`src/verilog/mra_pkg.sv`:
```
/*
 * Constants for the meter register access front end: command byte layout,
 * configuration register offset, field positions, reset value and timing.
 * Assumes a single 250 MHz core clock that also stands for the master clock.
 */
package mra_pkg;

   // ****************************************************************
   // Command byte layout
   // ****************************************************************
   localparam int unsigned MRA_CMD_WIDTH      = 8;
   localparam int unsigned MRA_ADDR_WIDTH     = 6;
   localparam int unsigned MRA_CMD_WRITE_BIT  = 7;
   localparam int unsigned MRA_CMD_SPARE_BIT  = 6;

   // ****************************************************************
   // Register map
   // ****************************************************************
   localparam logic [5:0]  MRA_OPERATING_CONFIGURATION_ADDR = 6'h09;
   localparam int unsigned MRA_CONFIG_WIDTH   = 16;
   localparam int unsigned MRA_DEFAULT_WIDTH  = 8;
   localparam logic [15:0] MRA_CONFIG_RESET   = 16'h000C;

   // ****************************************************************
   // Configuration field positions
   // ****************************************************************
   localparam int unsigned MRA_BIT_HIGHPASS_BYPASS      = 0;
   localparam int unsigned MRA_BIT_POWER_LOWPASS_BYPASS = 1;
   localparam int unsigned MRA_BIT_PULSE_OUTPUT_OFF     = 2;
   localparam int unsigned MRA_BIT_SAG_DETECT_OFF       = 3;
   localparam int unsigned MRA_BIT_CONVERTERS_DOWN      = 4;
   localparam int unsigned MRA_BIT_TEMPERATURE_START    = 5;
   localparam int unsigned MRA_BIT_SOFT_CHIP_RESET      = 6;
   localparam int unsigned MRA_BIT_LINE_CYCLE_ACC       = 7;
   localparam int unsigned MRA_BIT_CURRENT_SHORT        = 8;
   localparam int unsigned MRA_BIT_VOLTAGE_SHORT        = 9;
   localparam int unsigned MRA_BIT_INPUT_SWAP           = 10;
   localparam int unsigned MRA_BIT_RATE_LO              = 11;
   localparam int unsigned MRA_BIT_RATE_HI              = 12;

   // ****************************************************************
   // Timing
   // ****************************************************************
   localparam int unsigned MRA_CLOCK_PERIOD_NS     = 4;
   localparam int unsigned MRA_SOFT_RESET_HOLD_NS  = 18000;
   localparam int unsigned MRA_SOFT_RESET_HOLD_CYCLES =
      (MRA_SOFT_RESET_HOLD_NS + MRA_CLOCK_PERIOD_NS - 1) / MRA_CLOCK_PERIOD_NS;
   localparam int unsigned MRA_RATE_BASE_DIVIDE    = 128;
   localparam int unsigned MRA_RATE_COUNT_WIDTH    = 10;

endpackage : mra_pkg

```
`src/verilog/mra_rate_if.sv`:
```
/*
 * Carrier between the register front end and the waveform rate divider.
 * Assumes both ends share the core clock.
 */
`timescale 1ns/1ns

interface mra_rate_if;
   logic [1:0] rate_select;
   logic       restart;
   logic       sample_tick;

   modport front   (output rate_select, output restart, input sample_tick);
   modport divider (input rate_select, input restart, output sample_tick);
endinterface : mra_rate_if

```
`src/verilog/mra_rate_divider.sv`:
```
/*
 * Waveform update rate divider: one-cycle tick every 128, 256, 512 or 1024
 * core clocks, chosen by the two rate select bits.
 * Assumes the core clock stands for the master clock input.
 */
`timescale 1ns/1ns

module mra_rate_divider
   import mra_pkg::*;
(
   input  wire logic clock,
   input  wire logic rst,
   mra_rate_if.divider rate
);

   logic [MRA_RATE_COUNT_WIDTH-1:0] count_reg;
   logic [MRA_RATE_COUNT_WIDTH-1:0] count_next;
   logic                            tick_reg;
   logic                            tick_next;
   logic [MRA_RATE_COUNT_WIDTH-1:0] last_count;

   // ****************************************************************
   // Divider
   // ****************************************************************

   // Terminal count is the divide ratio minus one
   always_comb
   begin
      last_count = MRA_RATE_COUNT_WIDTH'((MRA_RATE_BASE_DIVIDE << rate.rate_select) - 1);
      tick_next  = 1'b0;
      count_next = count_reg + 1'b1;
      if (rate.restart)
      begin
         count_next = '0;
      end
      else if (count_reg >= last_count)
      begin
         // A lowered ratio never strands the counter above its new limit
         count_next = '0;
         tick_next  = 1'b1;
      end
   end

   always_ff @(posedge clock)
   begin
      if (rst)
      begin
         count_reg <= '0;
         tick_reg  <= 1'b0;
      end
      else
      begin
         count_reg <= count_next;
         tick_reg  <= tick_next;
      end
   end

   assign rate.sample_tick = tick_reg;

endmodule : mra_rate_divider

```
`src/verilog/mra_register_front.sv`:
```
/*
 * Host-facing register access front end with the operating configuration
 * register. A serial frame carries a command byte then one data transfer.
 * Assumes all pins are synchronous to the core clock, the host idles the
 * serial clock high, and the core clock stands for the master clock input.
 */
`timescale 1ns/1ns

// Summary of operation
// - Command byte is eight bits, write-only, choosing direction and target register.
// - Command bits 0 to 5 address the register of the following transfer.
// - Command bit 7 high makes the following transfer a register write.
// - Command bit 7 low makes the following transfer a register read.
// - Configuration register sits at address 0x09 and is host writable.
// - Configuration bit 0 bypasses the current channel high-pass filter.
// - Configuration bit 1 disables the low-pass filter after the power multiplier.
// - Configuration bit 4 powers down both converters; keep clear normally.
// - Bit 5 starts temperature conversion and clears itself when conversion finishes.
// - Configuration bit 7 selects line-cycle energy accumulation mode.
// - Configuration bit 8 shorts the current converter inputs together.
// - Configuration bit 9 shorts the voltage converter inputs together.
// - Configuration bit 10 swaps which input pair feeds each converter.
// - Bits 12 and 11 pick waveform rate: clock over 128, 256, 512, 1024.
module mra_register_front
   import mra_pkg::*;
#(
   parameter int unsigned HOLD_CYCLES = MRA_SOFT_RESET_HOLD_CYCLES
)
(
   input  wire logic clock,
   input  wire logic rst,
   input  wire logic serial_clock,
   input  wire logic serial_select_n,
   input  wire logic serial_data_in,
   input  wire logic temperature_done,
   output logic      serial_data_out,
   output logic      serial_data_out_en,
   output logic      highpass_bypass,
   output logic      power_lowpass_bypass,
   output logic      pulse_output_off,
   output logic      sag_detect_off,
   output logic      converters_power_down,
   output logic      temperature_conversion_start,
   output logic      line_cycle_accumulation,
   output logic      current_input_short,
   output logic      voltage_input_short,
   output logic      input_swap,
   output logic      soft_chip_reset,
   output logic      soft_reset_holdoff,
   output logic      waveform_sample_tick
);

   localparam int unsigned HOLD_WIDTH = $clog2(HOLD_CYCLES + 1);

   typedef enum {
      ST_COMMAND,
      ST_WRITE,
      ST_READ,
      ST_HOLD
   } mra_state_type;

   // Data length of a transfer for a given target register
   function automatic logic [4:0] transfer_length(input logic [5:0] addr);
      if (addr == MRA_OPERATING_CONFIGURATION_ADDR)
      begin
         transfer_length = 5'(MRA_CONFIG_WIDTH);
      end
      else
      begin
         transfer_length = 5'(MRA_DEFAULT_WIDTH);
      end
   endfunction : transfer_length

   mra_state_type             state_reg;
   mra_state_type             state_next;
   logic                      sclk_prev_reg;
   logic [4:0]                bits_reg;
   logic [4:0]                bits_next;
   logic [15:0]               shift_reg;
   logic [15:0]               shift_next;
   logic [5:0]                addr_reg;
   logic [5:0]                addr_next;
   logic                      dout_reg;
   logic                      dout_next;
   logic                      dout_en_reg;
   logic                      dout_en_next;
   logic [15:0]               config_reg;
   logic [15:0]               config_next;
   logic                      soft_pulse_reg;
   logic                      soft_pulse_next;
   logic [HOLD_WIDTH-1:0]     hold_reg;
   logic [HOLD_WIDTH-1:0]     hold_next;
   logic                      holdoff_reg;
   logic                      holdoff_next;
   logic                      sclk_rise;
   logic                      sclk_fall;
   logic [15:0]               shifted_in;

   mra_rate_if rate ();

   // ****************************************************************
   // Serial framing and command decode
   // ****************************************************************

   // Host samples on the falling edge, so the device shifts in on it too
   assign sclk_rise  = serial_clock & ~sclk_prev_reg;
   assign sclk_fall  = ~serial_clock & sclk_prev_reg;
   assign shifted_in = {shift_reg[14:0], serial_data_in};

   // One state machine covers the command byte, data phase and reset holdoff
   always_comb
   begin
      state_next      = state_reg;
      bits_next       = bits_reg;
      shift_next      = shift_reg;
      addr_next       = addr_reg;
      dout_next       = dout_reg;
      dout_en_next    = dout_en_reg;
      config_next     = config_reg;
      soft_pulse_next = 1'b0;
      hold_next       = hold_reg;

      // Conversion done clears the start bit; a host write below still wins
      if (temperature_done)
      begin
         config_next[MRA_BIT_TEMPERATURE_START] = 1'b0;
      end

      unique case (state_reg)
         ST_COMMAND:
         begin
            dout_en_next = 1'b0;
            if (serial_select_n)
            begin
               bits_next = '0;
            end
            else if (sclk_fall)
            begin
               // Every frame opens with the eight command bits
               shift_next = shifted_in;
               bits_next  = bits_reg + 1'b1;
               if (bits_reg == 5'(MRA_CMD_WIDTH - 1))
               begin
                  // Bit 6 carries no meaning and is dropped
                  addr_next = shifted_in[MRA_ADDR_WIDTH-1:0];
                  bits_next = '0;
                  if (shifted_in[MRA_CMD_WRITE_BIT])
                  begin
                     state_next = ST_WRITE;
                  end
                  else
                  begin
                     state_next = ST_READ;
                     // Read data left aligned so the MSB goes out first
                     if (shifted_in[MRA_ADDR_WIDTH-1:0] == MRA_OPERATING_CONFIGURATION_ADDR)
                     begin
                        shift_next = config_reg;
                     end
                     else
                     begin
                        shift_next = '0;
                     end
                  end
               end
            end
         end

         ST_WRITE:
         begin
            if (serial_select_n)
            begin
               // Frame dropped mid transfer: nothing is committed
               state_next = ST_COMMAND;
               bits_next  = '0;
            end
            else if (sclk_fall)
            begin
               shift_next = shifted_in;
               bits_next  = bits_reg + 1'b1;
               if (bits_reg == transfer_length(addr_reg) - 5'd1)
               begin
                  state_next = ST_COMMAND;
                  bits_next  = '0;
                  if (addr_reg == MRA_OPERATING_CONFIGURATION_ADDR)
                  begin
                     config_next = shifted_in;
                     if (shifted_in[MRA_BIT_SOFT_CHIP_RESET])
                     begin
                        // Soft reset restores defaults and bars the host a while
                        config_next     = MRA_CONFIG_RESET;
                        soft_pulse_next = 1'b1;
                        hold_next       = HOLD_WIDTH'(HOLD_CYCLES);
                        state_next      = ST_HOLD;
                     end
                  end
               end
            end
         end

         ST_READ:
         begin
            if (serial_select_n)
            begin
               state_next   = ST_COMMAND;
               bits_next    = '0;
               dout_en_next = 1'b0;
            end
            else if (sclk_rise)
            begin
               // Next bit goes out on the rise, ready for the host's fall
               dout_next    = shift_reg[15];
               dout_en_next = 1'b1;
               shift_next   = {shift_reg[14:0], 1'b0};
            end
            else if (sclk_fall)
            begin
               bits_next = bits_reg + 1'b1;
               if (bits_reg == transfer_length(addr_reg) - 5'd1)
               begin
                  state_next = ST_COMMAND;
                  bits_next  = '0;
               end
            end
         end

         ST_HOLD:
         begin
            // Frames seen during the holdoff are ignored outright
            dout_en_next = 1'b0;
            bits_next    = '0;
            if (hold_reg == '0)
            begin
               state_next = ST_COMMAND;
            end
            else
            begin
               hold_next = hold_reg - 1'b1;
            end
         end
      endcase

      // The self-clearing reset bit never reads back as set
      config_next[MRA_BIT_SOFT_CHIP_RESET] = 1'b0;

      // Registered copy so the holdoff pin comes straight off a flop
      holdoff_next = (state_next == ST_HOLD);
   end

   always_ff @(posedge clock)
   begin
      if (rst)
      begin
         state_reg      <= ST_COMMAND;
         sclk_prev_reg  <= 1'b1;
         bits_reg       <= '0;
         shift_reg      <= '0;
         addr_reg       <= '0;
         dout_reg       <= 1'b0;
         dout_en_reg    <= 1'b0;
         config_reg     <= MRA_CONFIG_RESET;
         soft_pulse_reg <= 1'b0;
         hold_reg       <= '0;
         holdoff_reg    <= 1'b0;
      end
      else
      begin
         state_reg      <= state_next;
         sclk_prev_reg  <= serial_clock;
         bits_reg       <= bits_next;
         shift_reg      <= shift_next;
         addr_reg       <= addr_next;
         dout_reg       <= dout_next;
         dout_en_reg    <= dout_en_next;
         config_reg     <= config_next;
         soft_pulse_reg <= soft_pulse_next;
         hold_reg       <= hold_next;
         holdoff_reg    <= holdoff_next;
      end
   end

   // ****************************************************************
   // Configuration outputs
   // ****************************************************************

   // Each control but soft_chip_reset comes straight off its configuration flop
   assign highpass_bypass              = config_reg[MRA_BIT_HIGHPASS_BYPASS];
   assign power_lowpass_bypass         = config_reg[MRA_BIT_POWER_LOWPASS_BYPASS];
   assign pulse_output_off             = config_reg[MRA_BIT_PULSE_OUTPUT_OFF];
   assign sag_detect_off               = config_reg[MRA_BIT_SAG_DETECT_OFF];
   assign converters_power_down        = config_reg[MRA_BIT_CONVERTERS_DOWN];
   assign temperature_conversion_start = config_reg[MRA_BIT_TEMPERATURE_START];
   assign line_cycle_accumulation      = config_reg[MRA_BIT_LINE_CYCLE_ACC];
   assign current_input_short          = config_reg[MRA_BIT_CURRENT_SHORT];
   assign voltage_input_short          = config_reg[MRA_BIT_VOLTAGE_SHORT];
   assign input_swap                   = config_reg[MRA_BIT_INPUT_SWAP];
   assign soft_chip_reset              = soft_pulse_reg;
   assign serial_data_out              = dout_reg;
   assign serial_data_out_en           = dout_en_reg;
   assign soft_reset_holdoff           = holdoff_reg;

   // ****************************************************************
   // Waveform update rate
   // ****************************************************************

   // Divider restarts with a soft reset so the new rate starts clean
   assign rate.rate_select = config_reg[MRA_BIT_RATE_HI:MRA_BIT_RATE_LO];
   assign rate.restart     = soft_pulse_reg;
   assign waveform_sample_tick = rate.sample_tick;

   mra_rate_divider u_rate_divider (
      .clock (clock),
      .rst   (rst),
      .rate  (rate.divider)
   );

endmodule : mra_register_front

```
`config.mk`:
```
export PLATFORM = sky130hd
export DESIGN_NAME = mra_register_front
export DESIGN_NICKNAME = d
export VERILOG_FILES = /design/src/verilog/mra_pkg.sv /design/src/verilog/mra_rate_if.sv /design/src/verilog/mra_rate_divider.sv /design/src/verilog/mra_register_front.sv
export SDC_FILE = /design/constraint.sdc
export NUM_CORES = 1
export LEC_CHECK = 0
export BUFFER_PORTS_ARGS = -buffer_cell sky130_fd_sc_hd__clkbuf_2
export CAP_MARGIN = 10
export CELL_PAD_IN_SITES_DETAIL_PLACEMENT = 1
export CELL_PAD_IN_SITES_GLOBAL_PLACEMENT = 1
export CORE_MARGIN = 10
export CORE_UTILIZATION = 47
export DETAILED_ROUTE_END_ITERATION = 10
export GPL_TIMING_DRIVEN = 0
export PLACE_DENSITY = 0.82
export SLEW_MARGIN = 20
export SYNTH_ARGS = -nofsm -noshare
export SYNTH_HDL_FRONTEND = slang
export SYNTH_SLANG_ARGS = --single-unit
```
`constraint.sdc`:
```
create_clock -name clock -period 3.15 [get_ports clock]
set_input_delay 0.4725 -clock clock [delete_from_list [all_inputs] [get_ports clock]]
set_output_delay 0.4725 -clock clock [all_outputs]
set_load 0.005 [all_outputs]
```
Word level (Yosys, flattened, before mapping)
Cells that the tools add are included.
- reductions and logical operators: 16
- add/subtract/negate cells: 6
- shift-type cells: 1
- bitwise logic cells: 9
- eq/ne operators: 24
- mux-type cells: 62
- magnitude comparators: 1
- operators with widths (kind ; number):
    $mux 32 ; 11
    $mux 16 ; 10
    $pmux 32 s4 ; 1
    $mux 5 ; 17
    $mux 13 ; 6
    $eq 32x2->1 const B ; 2
    $pmux 16 s3 ; 1
    $eq 32x1->1 const B ; 1
    $eq 32x3->1 const B ; 1
    $logic_not 32->1 ; 1
    $mux 6 ; 5
    $pmux 13 s2 ; 1
    $ne 2x2->1 const B ; 10
    $pmux 5 s4 ; 1
    $ne 3x3->1 const B ; 5
    $reduce_and 7->1 ; 2
    $logic_not 13->1 ; 1
    $sub 13x1->13 const B ; 1
    $eq 6x4->1 const B ; 2
    $add 10x1->10 const B ; 1
    $eq 5x5->1 ; 2
    $ge 10x10->1 ; 1
    $shl 8x2->10 const A ; 1
    $sub 10x1->10 const B ; 1
    17 further kinds ; 34
- logic and storage cells: 133
- input port bits: 6
- register bits after elaboration: 103

Logic depth before layout (Yosys ltp)
Gate-level depths: netlist of run 1.
- depth in word-level cells: 14
- gate-level depth with buffers: 9
- depth with buffers taken out: 8

Hierarchy
From an unflattened synthesis of run 1, not the netlist that was laid out.
- cell total of the unflattened synthesis: 503
- area, all modules: 4456.8 sq um
- by module, submodules not included (module ; area an instance (sq um) ; instances ; cells an instance):
    mra_register_front ; 3943.8 ; 1 ; 443
    mra_rate_divider ; 513.0 ; 1 ; 60

Worst setup path before layout of run 1
OpenSTA, ideal clock, no wires.
- path kind: reg2reg
- start: register addr_reg[5]
- end: register hold_reg[11]
- cell stages (with the launch flop): 7
- path slack: 0.670 ns
- clock period less this slack: 2.480 ns
- data arrival time: 2.409 ns
- cell sequence: dfxtp_1 or4b_4 or4_4 o41ai_4 nand4_2 or4_1 a21oi_1
- cells in the longest elaborated chain, start to end: 9
- elaborated cells on any way between the ends: 10
- classes of those cells: add/sub (1); eq/ne (4); mux (4); reduce/logical (1)
- ends and longest elaborated chain (item ; RTL line ; RTL):
    start: declaration ; mra_register_front.sv:81 ; logic [5:0] addr_reg;
    start signal: assignment ; mra_register_front.sv:271 ; addr_reg <= addr_next;
    $eq 6x4->1 * ; mra_register_front.sv:64, mra_register_front.sv:184 ;
    $mux 5 ; mra_register_front.sv:64 ; if (addr == MRA_OPERATING_CONFIGURATION_ADDR)
    $mux 5 ; mra_register_front.sv:176 ; else if (sclk_fall)
    $mux 5 ; mra_register_front.sv:170 ; if (serial_select_n)
    $mux 5 ; mra_register_front.sv:129 ; unique case (state_reg)
    $sub 5x1->5 ; mra_register_front.sv:180 ; if (bits_reg == transfer_length(addr_reg) - 5'd1)
    $eq 5x5->1 ; mra_register_front.sv:180 ;
    $ne 2x2->1 (no line) ; - ;
    $reduce_and 7->1 (no line) * ; - ;
    end signal: assignment ; mra_register_front.sv:276 ; hold_reg <= hold_next;
    end: declaration ; mra_register_front.sv:91 ; logic [HOLD_WIDTH-1:0] hold_reg;
Mark *: on every way between the ends. The rest lies on a longest branch, timed or not. The select of a mux whose other input is x is not followed.
A chain may end at the register's enable or synchronous reset.

Worst setup path in the final report of run 1
- start: register bits_reg[0]
- end: register holdoff_reg, in the netlist soft_reset_holdoff
- cells in the longest elaborated chain, start to end: 7
- elaborated cells on any way between the ends: 15
- classes of those cells: eq/ne (4); mux (11)
- ends and longest elaborated chain (item ; RTL line ; RTL):
    start: declaration ; mra_register_front.sv:77 ; logic [4:0] bits_reg;
    start signal: assignment ; mra_register_front.sv:269 ; bits_reg <= bits_next;
    $eq 5x5->1 ; mra_register_front.sv:218 ; if (bits_reg == transfer_length(addr_reg) - 5'd1)
    $mux 32 ; mra_register_front.sv:218 ;
    $mux 32 ; mra_register_front.sv:215 ; else if (sclk_fall)
    $mux 32 ; mra_register_front.sv:208 ; else if (sclk_rise)
    $mux 32 ; mra_register_front.sv:202 ; if (serial_select_n)
    $pmux 32 s4 * ; mra_register_front.sv:129 ;
    $eq 32x3->1 * ; mra_register_front.sv:246 ; holdoff_next = (state_next == ST_HOLD);
    end signal: assignment ; mra_register_front.sv:277 ; holdoff_reg <= holdoff_next;
    end: declaration ; mra_register_front.sv:93 ; logic holdoff_reg;
Mark *: on every way between the ends. The rest lies on a longest branch, timed or not.

==> results of run 1 <==
[repair_timing]
action                     CTS  global route
hold endpoints to repair     0             0
resized for setup            0             3
hold buffers                 0             0
setup endpoints to repair    0            12
[worst min-delay path, stage by stage]
cell      delay (ps)
clkbuf_2          70
nand3b_1          90
a21oi_1           50
[cell type report]
type / instances / area, um2 / area share [%]
well taps: 111 / 139 / 2.92
flip-flops and latches: 103 / 2060 / 43.3
inverters: 9 / 33.8 / 0.710
plain buffers: 29 / 111 / 2.34
multi-input cells: 348 / 2160 / 45.4
clock buffers: 11 / 131 / 2.76
repair buffers: 18 / 90.1 / 1.89
clock inverters: 5 / 32.5 / 0.683
[power by group]
group	leakage (nW)	internal [mW]	switching (mW)	total [mW]
clock network	0.0875	0.289	0.464	0.753
logic	0.788	0.0340	0.0643	0.0983
registers	0.833	1.32	0.0182	1.34
[cell families (layout without fill, tap and decap cells)]
group / after synthesis / in the layout
compound gates: 95 / 95
xor+xnor: 14 / 14
fa+ha+maj: 7 / 7
mux: 8 / 8
simple gates: 224 / 224
buf+inv: 38 / 72
flops: 103 / 103
[path summary, 6_finish.rpt]
path | from | end | slack (ps) | cells past startpoint
min reg2reg | state_reg[15] | state_reg[15] | 470 | 1
max | bits_reg[0] | soft_reset_holdoff | 220 | 7
max reg2reg | bits_reg[0] | soft_reset_holdoff | 220 | 7
min | temperature_done | config_reg[5] | 360 | 3
[through the flow]
| step | power, mW | util [%] |
|---|---|---|
| floorplan | 1.43 | - |
| global placement | 1.46 | 50.2 |
| detailed placement | 1.46 | 50.2 |
| CTS | 2.20 | 52.0 |
| global route | 2.27 | 52.0 |
| finish | 2.19 | 52.0 |
[layer usage]
metal	up-vias	wire, um	global-route usage [%]
met5	-	0	0
met4	0	197	6.26
met3	16	464	3.39
met2	62	5830	32.4
met1	1857	5060	21.1
li1	1798	-	-
[cell usage in the layout (no fill, tap or decap), types with 10 or more instances in the layout]
master | netlist | final
clkbuf_1 | 27 | 28
clkbuf_2 | 0 | 19
nor2b_1 | 14 | 14
a31oi_1 | 14 | 14
a21oi_1 | 27 | 27
and2_1 | 35 | 35
nor2_1 | 62 | 61
a211oi_1 | 15 | 15
nand3_1 | 24 | 24
dfxtp_1 | 103 | 103
nand2_1 | 23 | 23
nor4_1 | 10 | 10
==> flow_summary.yaml, run 1 <==
logic_synthesis:
  synth_simple_gate_area_share_pct: 27.6
  synth-warning-count: 0
  synth_top_family_by_area: "simple AND/OR/NAND/NOR gates"
  syn_avg_cell_area_um2: 8.92
  synthMuxAreaShare_pct: 1.84
  synth_xor_area_share_pct: 2.81
  synth_ff_type: "dfxtp_1"
  ys_seq_area_share_pct: 47.3
  yosysTopAreaCell: "dfxtp_1"
  ys_top_cells_by_count: "103 x dfxtp_1, 62 x nor2_1, 35 x and2_1"
  syn_inst: 489
  synthArstFlopShare_pct: 0
  syn_nets: 501
  synth.top_cell.area_share_pct: 47.3
  ys_top_cells_by_area: "dfxtp_1 47%, nor2_1 5.3%, and2_1 5.0%, a21oi_1 3.1%, nand3_1 2.8%"
  synth_adder_area_share_pct: 1.95
  synth_cell_type_count: 61
  synth_seq_cells: 103
  synth_compound_area_share_pct: 15.2
  netlist_area_um2: 4360
  synth-edff-count: 0
  synth_most_common_cell: "dfxtp_1"
finish:
  finalInstanceArea_um2: 4760
  fillers: 1115
  syn_to_final_growth_pct: 9.09
  fin_cells: 634
  largest_register_ffs: 32
  antenna_cells: 0
  layout.nets: 530
  drive_above_1_share_pct: 8.60
drt:
  post_drt_via_cell_ratio: 5.89
  route.detailed.drc: 0
  dr.pass1.iters: 6
  wl_mm: 11.6
  drtIter0Drc: 261
  post_drt_wl_per_cell_um: 18.2
  ant_nets: 0
  vias: 3733
clocking:
  clk-insertion-delay-late_ps: 380
  postCtsSetupRepairBufs: 0
  cts.path.max_buffers: 2
  cts_root_buf: "clkbuf_8"
  clkTransAtPathRegs_ps: 100
  cts_buffers: 9
  ctsHtreeMaxLevel: 3
  cts_tree: "yes"
  cts_num_sinks: 103
min_path:
  min_path_type: "in2reg"
global_route:
  track_usage_pct: 18.1
  antenna_found_initial: 0
  grt_first_pass_wirelength_mm: 19.7
  grt_max_degree: 17
  grt_pass1_vias: 4014
  grt_overflow: 0
placed_design:
  io_buffers: 18
  dp_cells: 618
  pre_cts_ws_ps: 250
  gp_congestion: 0.871
  placed_area_um2: 4590
  hpwlAfterDp_mm: 8.27
floorplan:
  num_rows: 35
  die_w_um: 116
  die_area_um2: 13500
  die-height_um: 116
  coreArea_um2: 9150
  initial_core_util_pct: 47.7
  io_pins: 21
power:
  p_leak_nw: 1.71
  p_per_area_nw_per_um2: 460
  vdd_drop_max_mv: 0.186
worst_setup_path:
  critPathLaunchType: "flop"
  crit_chain: "ha_1 -> nor4bb_1 -> o21ai_0 -> a21boi_1 -> nor3_1 -> a2111oi_0 -> nor4_1"
  slowest_delay_ps: 630
  critPathSlowestCell: "nor4bb_1"
  timing.critical_path.buf_inv: 0
  critical-path-top-delay-family: "compound AO/OA/AOI/OAI gates"
  critPathCaptureType: "flop"
  critPathMaxFanout: 5
  crit_arrival_ps: 3160
  crit_type: "reg2reg"
  cp_data_required_time_ps: 3380
sta:
  worstMarginPinSlew_ps: 881
  fmax_mhz: 341
  worst_slack_ps: 218
  hold_viol: 0
  fin_skew_ps: 13.7
  fin_setup_tns_ps: 0
  finalCriticalPeriod_ps: 2930
  relSlewSlack_pct: 41.2
  slew_violations: 0
  fin_crit_sh_pct: 93.1
  rsz0062_at_grt: "false"
  setup_viol: 0
  holdWs_ps: 360
run:
  cap_violations: 0
run_status:
  outcome: "completed"
Note: power is estimated with default switching activity, not from simulation.
==> run 2: changes to the inputs <==
- ABC_AREA: not set -> 1
- CORE_UTILIZATION: 47 -> 45
==> flow_summary.yaml, run 2 <==
floorplan:
  die_w_um: 126
  die_area_um2: 15900
  coreArea_um2: 10900
  initial_core_util_pct: 46.4
  die-height_um: 126
  io_pins: 21
  num_rows: 38
clocking:
  clkTransAtPathRegs_ps: 60
  cts_resized: 0
  cts_tree: "yes"
  ctsHtreeMaxLevel: 3
  cts_root_buf: "clkbuf_16"
  cts.path.max_buffers: 2
  cts_buffers: 9
  cts_num_sinks: 103
  hold_buffers: 0
  postCtsSetupRepairBufs: 0
  clk-insertion-delay-late_ps: 360
placed_design:
  io_buffers: 19
  hpwlAfterDp_mm: 10.9
  gp_congestion: 0.879
  dp_cells: 875
sta:
  fin_skew_ps: 10.5
  fmax_mhz: 442
  hold_viol: 0
  slew_violations: 0
  finalCriticalPeriod_ps: 2260
  holdWs_ps: 358
  setup_viol: 0
  rsz0062_at_grt: "false"
  fin_setup_tns_ps: 0
  relSlewSlack_pct: 60.1
  fin_crit_sh_pct: 71.8
  worstMarginPinSlew_ps: 599
finish:
  drive_above_1_share_pct: 10.9
  final_common_cell: "nand2_1"
  fin_cells: 891
  layout.nets: 758
  largest_register_ffs: 32
  layout_common_cells: "106 x nand2_1, 103 x dfxtp_1, 97 x inv_1"
  antenna_cells: 0
  syn_to_final_growth_pct: 11.2
worst_setup_path:
  crit_type: "reg2reg"
  rrSetupSlack_ps: 890
  cp_data_required_time_ps: 3400
  critPathCaptureType: "flop"
  critPathMaxFanout: 10
  crit_arrival_ps: 2510
  critPathLaunchType: "flop"
logic_synthesis:
  synth_ff_type: "dfxtp_1"
  ys_top_cells_by_area: "dfxtp_1 41%, nand2_1 7.8%, inv_1 7.2%, nor2_1 6.9%, nand3_1 6.1%"
  ys_seq_area_share_pct: 40.7
  netlist_area_um2: 5070
  yosysTopAreaCell: "dfxtp_1"
  synth-warning-count: 0
  syn_avg_cell_area_um2: 7.08
  syn_nets: 728
  synthArstFlopShare_pct: 0
  syn_inst: 716
  synth_most_common_cell: "nand2_1"
  synth.top_cell.area_share_pct: 40.7
  synth-edff-count: 0
  ys_top_cells_by_count: "106 x nand2_1, 103 x dfxtp_1, 97 x inv_1"
  synth_cell_type_count: 47
  synth_seq_cells: 103
power:
  power_mw: 2.60
  p_leak_nw: 2.55
  p_per_area_nw_per_um2: 461
  vdd_drop_max_mv: 0.400
drt:
  drtIter0Drc: 305
  dr.pass1.iters: 4
  post_drt_wl_per_cell_um: 16.6
  vias: 4831
  ant_nets: 0
  post_drt_via_cell_ratio: 5.42
  route.detailed.drc: 0
  wl_mm: 14.8
global_route:
  track_usage_pct: 19.1
  grt_max_degree: 17
  antenna_found_initial: 0
  grt_pass1_vias: 5108
  grt_first_pass_wirelength_mm: 25.4
  grt_overflow: 0
run:
  cap_violations: 0
run_status:
  outcome: "completed"
min_path:
  min_path_type: "in2reg"
==> run 2: cell types whose count changed after synthesis, sizes merged, moves of 15 or more <==
cell,before,now
clkbuf,27,12
a21oi,27,48
and2,35,0
o21ai,8,56
nand3,24,62
nor2,62,106
inv,9,101
nand2,23,114
==> run 2: layer usage <==
| layer | global-route usage, % | routed length [um] | up-vias |
|---|---|---|---|
| li1 | - | - | 2417 |
| met1 | 23.6 | 6730 | 2341 |
| met5 | 0 | 0 | - |
| met4 | 5.56 | 180 | 0 |
| met3 | 4.61 | 531 | 14 |
| met2 | 32.2 | 7330 | 59 |
==> run 2: logic make-up (layout without fill, tap and decap cells) <==
group,count (synthesis),after routing,synth area share [%]
AO/OA/AOI/OAI,132,132,14.7
XOR/XNOR,7,7,1.21
adder cells (fa/ha/maj),6,6,1.48
buffers and inverters,132,167,11.1
flip-flops,103,103,40.7
AND/OR/NAND/NOR,336,336,30.8
==> run 2: area by class of cell <==
type,instances,area (um2)
sequential,103,2060
fill,1442,5290
clock inverter,5,57.6
timing repair buffer,19,95.1
multi-input combinational,481,2450
buffer,28,168
inverter,104,397
clock buffer,11,243
tap,140,175
==> run 2: power by group <==
group / switching (mW) / total (mW) / internal, mW
clock network: 0.503 / 1.14 / 0.638
logic: 0.0866 / 0.119 / 0.0329
registers: 0.0186 / 1.34 / 1.32
==> run 2: worst paths after layout <==
| path | start | cells after the start | end |
|---|---|---|---|
| hold reg to reg | state_reg[6] | 2 | state_reg[6] |
| setup / recovery | state_reg[26] | 13 | soft_reset_holdoff |
| setup reg to reg | state_reg[26] | 13 | soft_reset_holdoff |
| hold / removal | serial_clock | 3 | sclk_prev_reg |
==> run 2: metrics by stage <==
step | area, um2 | worst slack [ps] | util (%)
detailed placement | 5340 | 887 | 48.9
floorplan | 5070 | 1380 | -
CTS | 5640 | 889 | 51.6
finish | 5640 | 887 | 51.6
global placement | 5340 | 929 | 48.9
global route | 5640 | 639 | 51.6
==> run 2: worst max-delay path, cell delays in order, from the launching register on <==
cell and delay (ps):
dfxtp_1 320, nor2_1 100, nand2_1 90, inv_1 60, nand2_1 50, nor2_1 230
nand2_1 300, nand2_1 290, inv_1 110, nand2_1 190, buf_4 200, o21ai_1 80
nand4_1 90, nor2_1 50
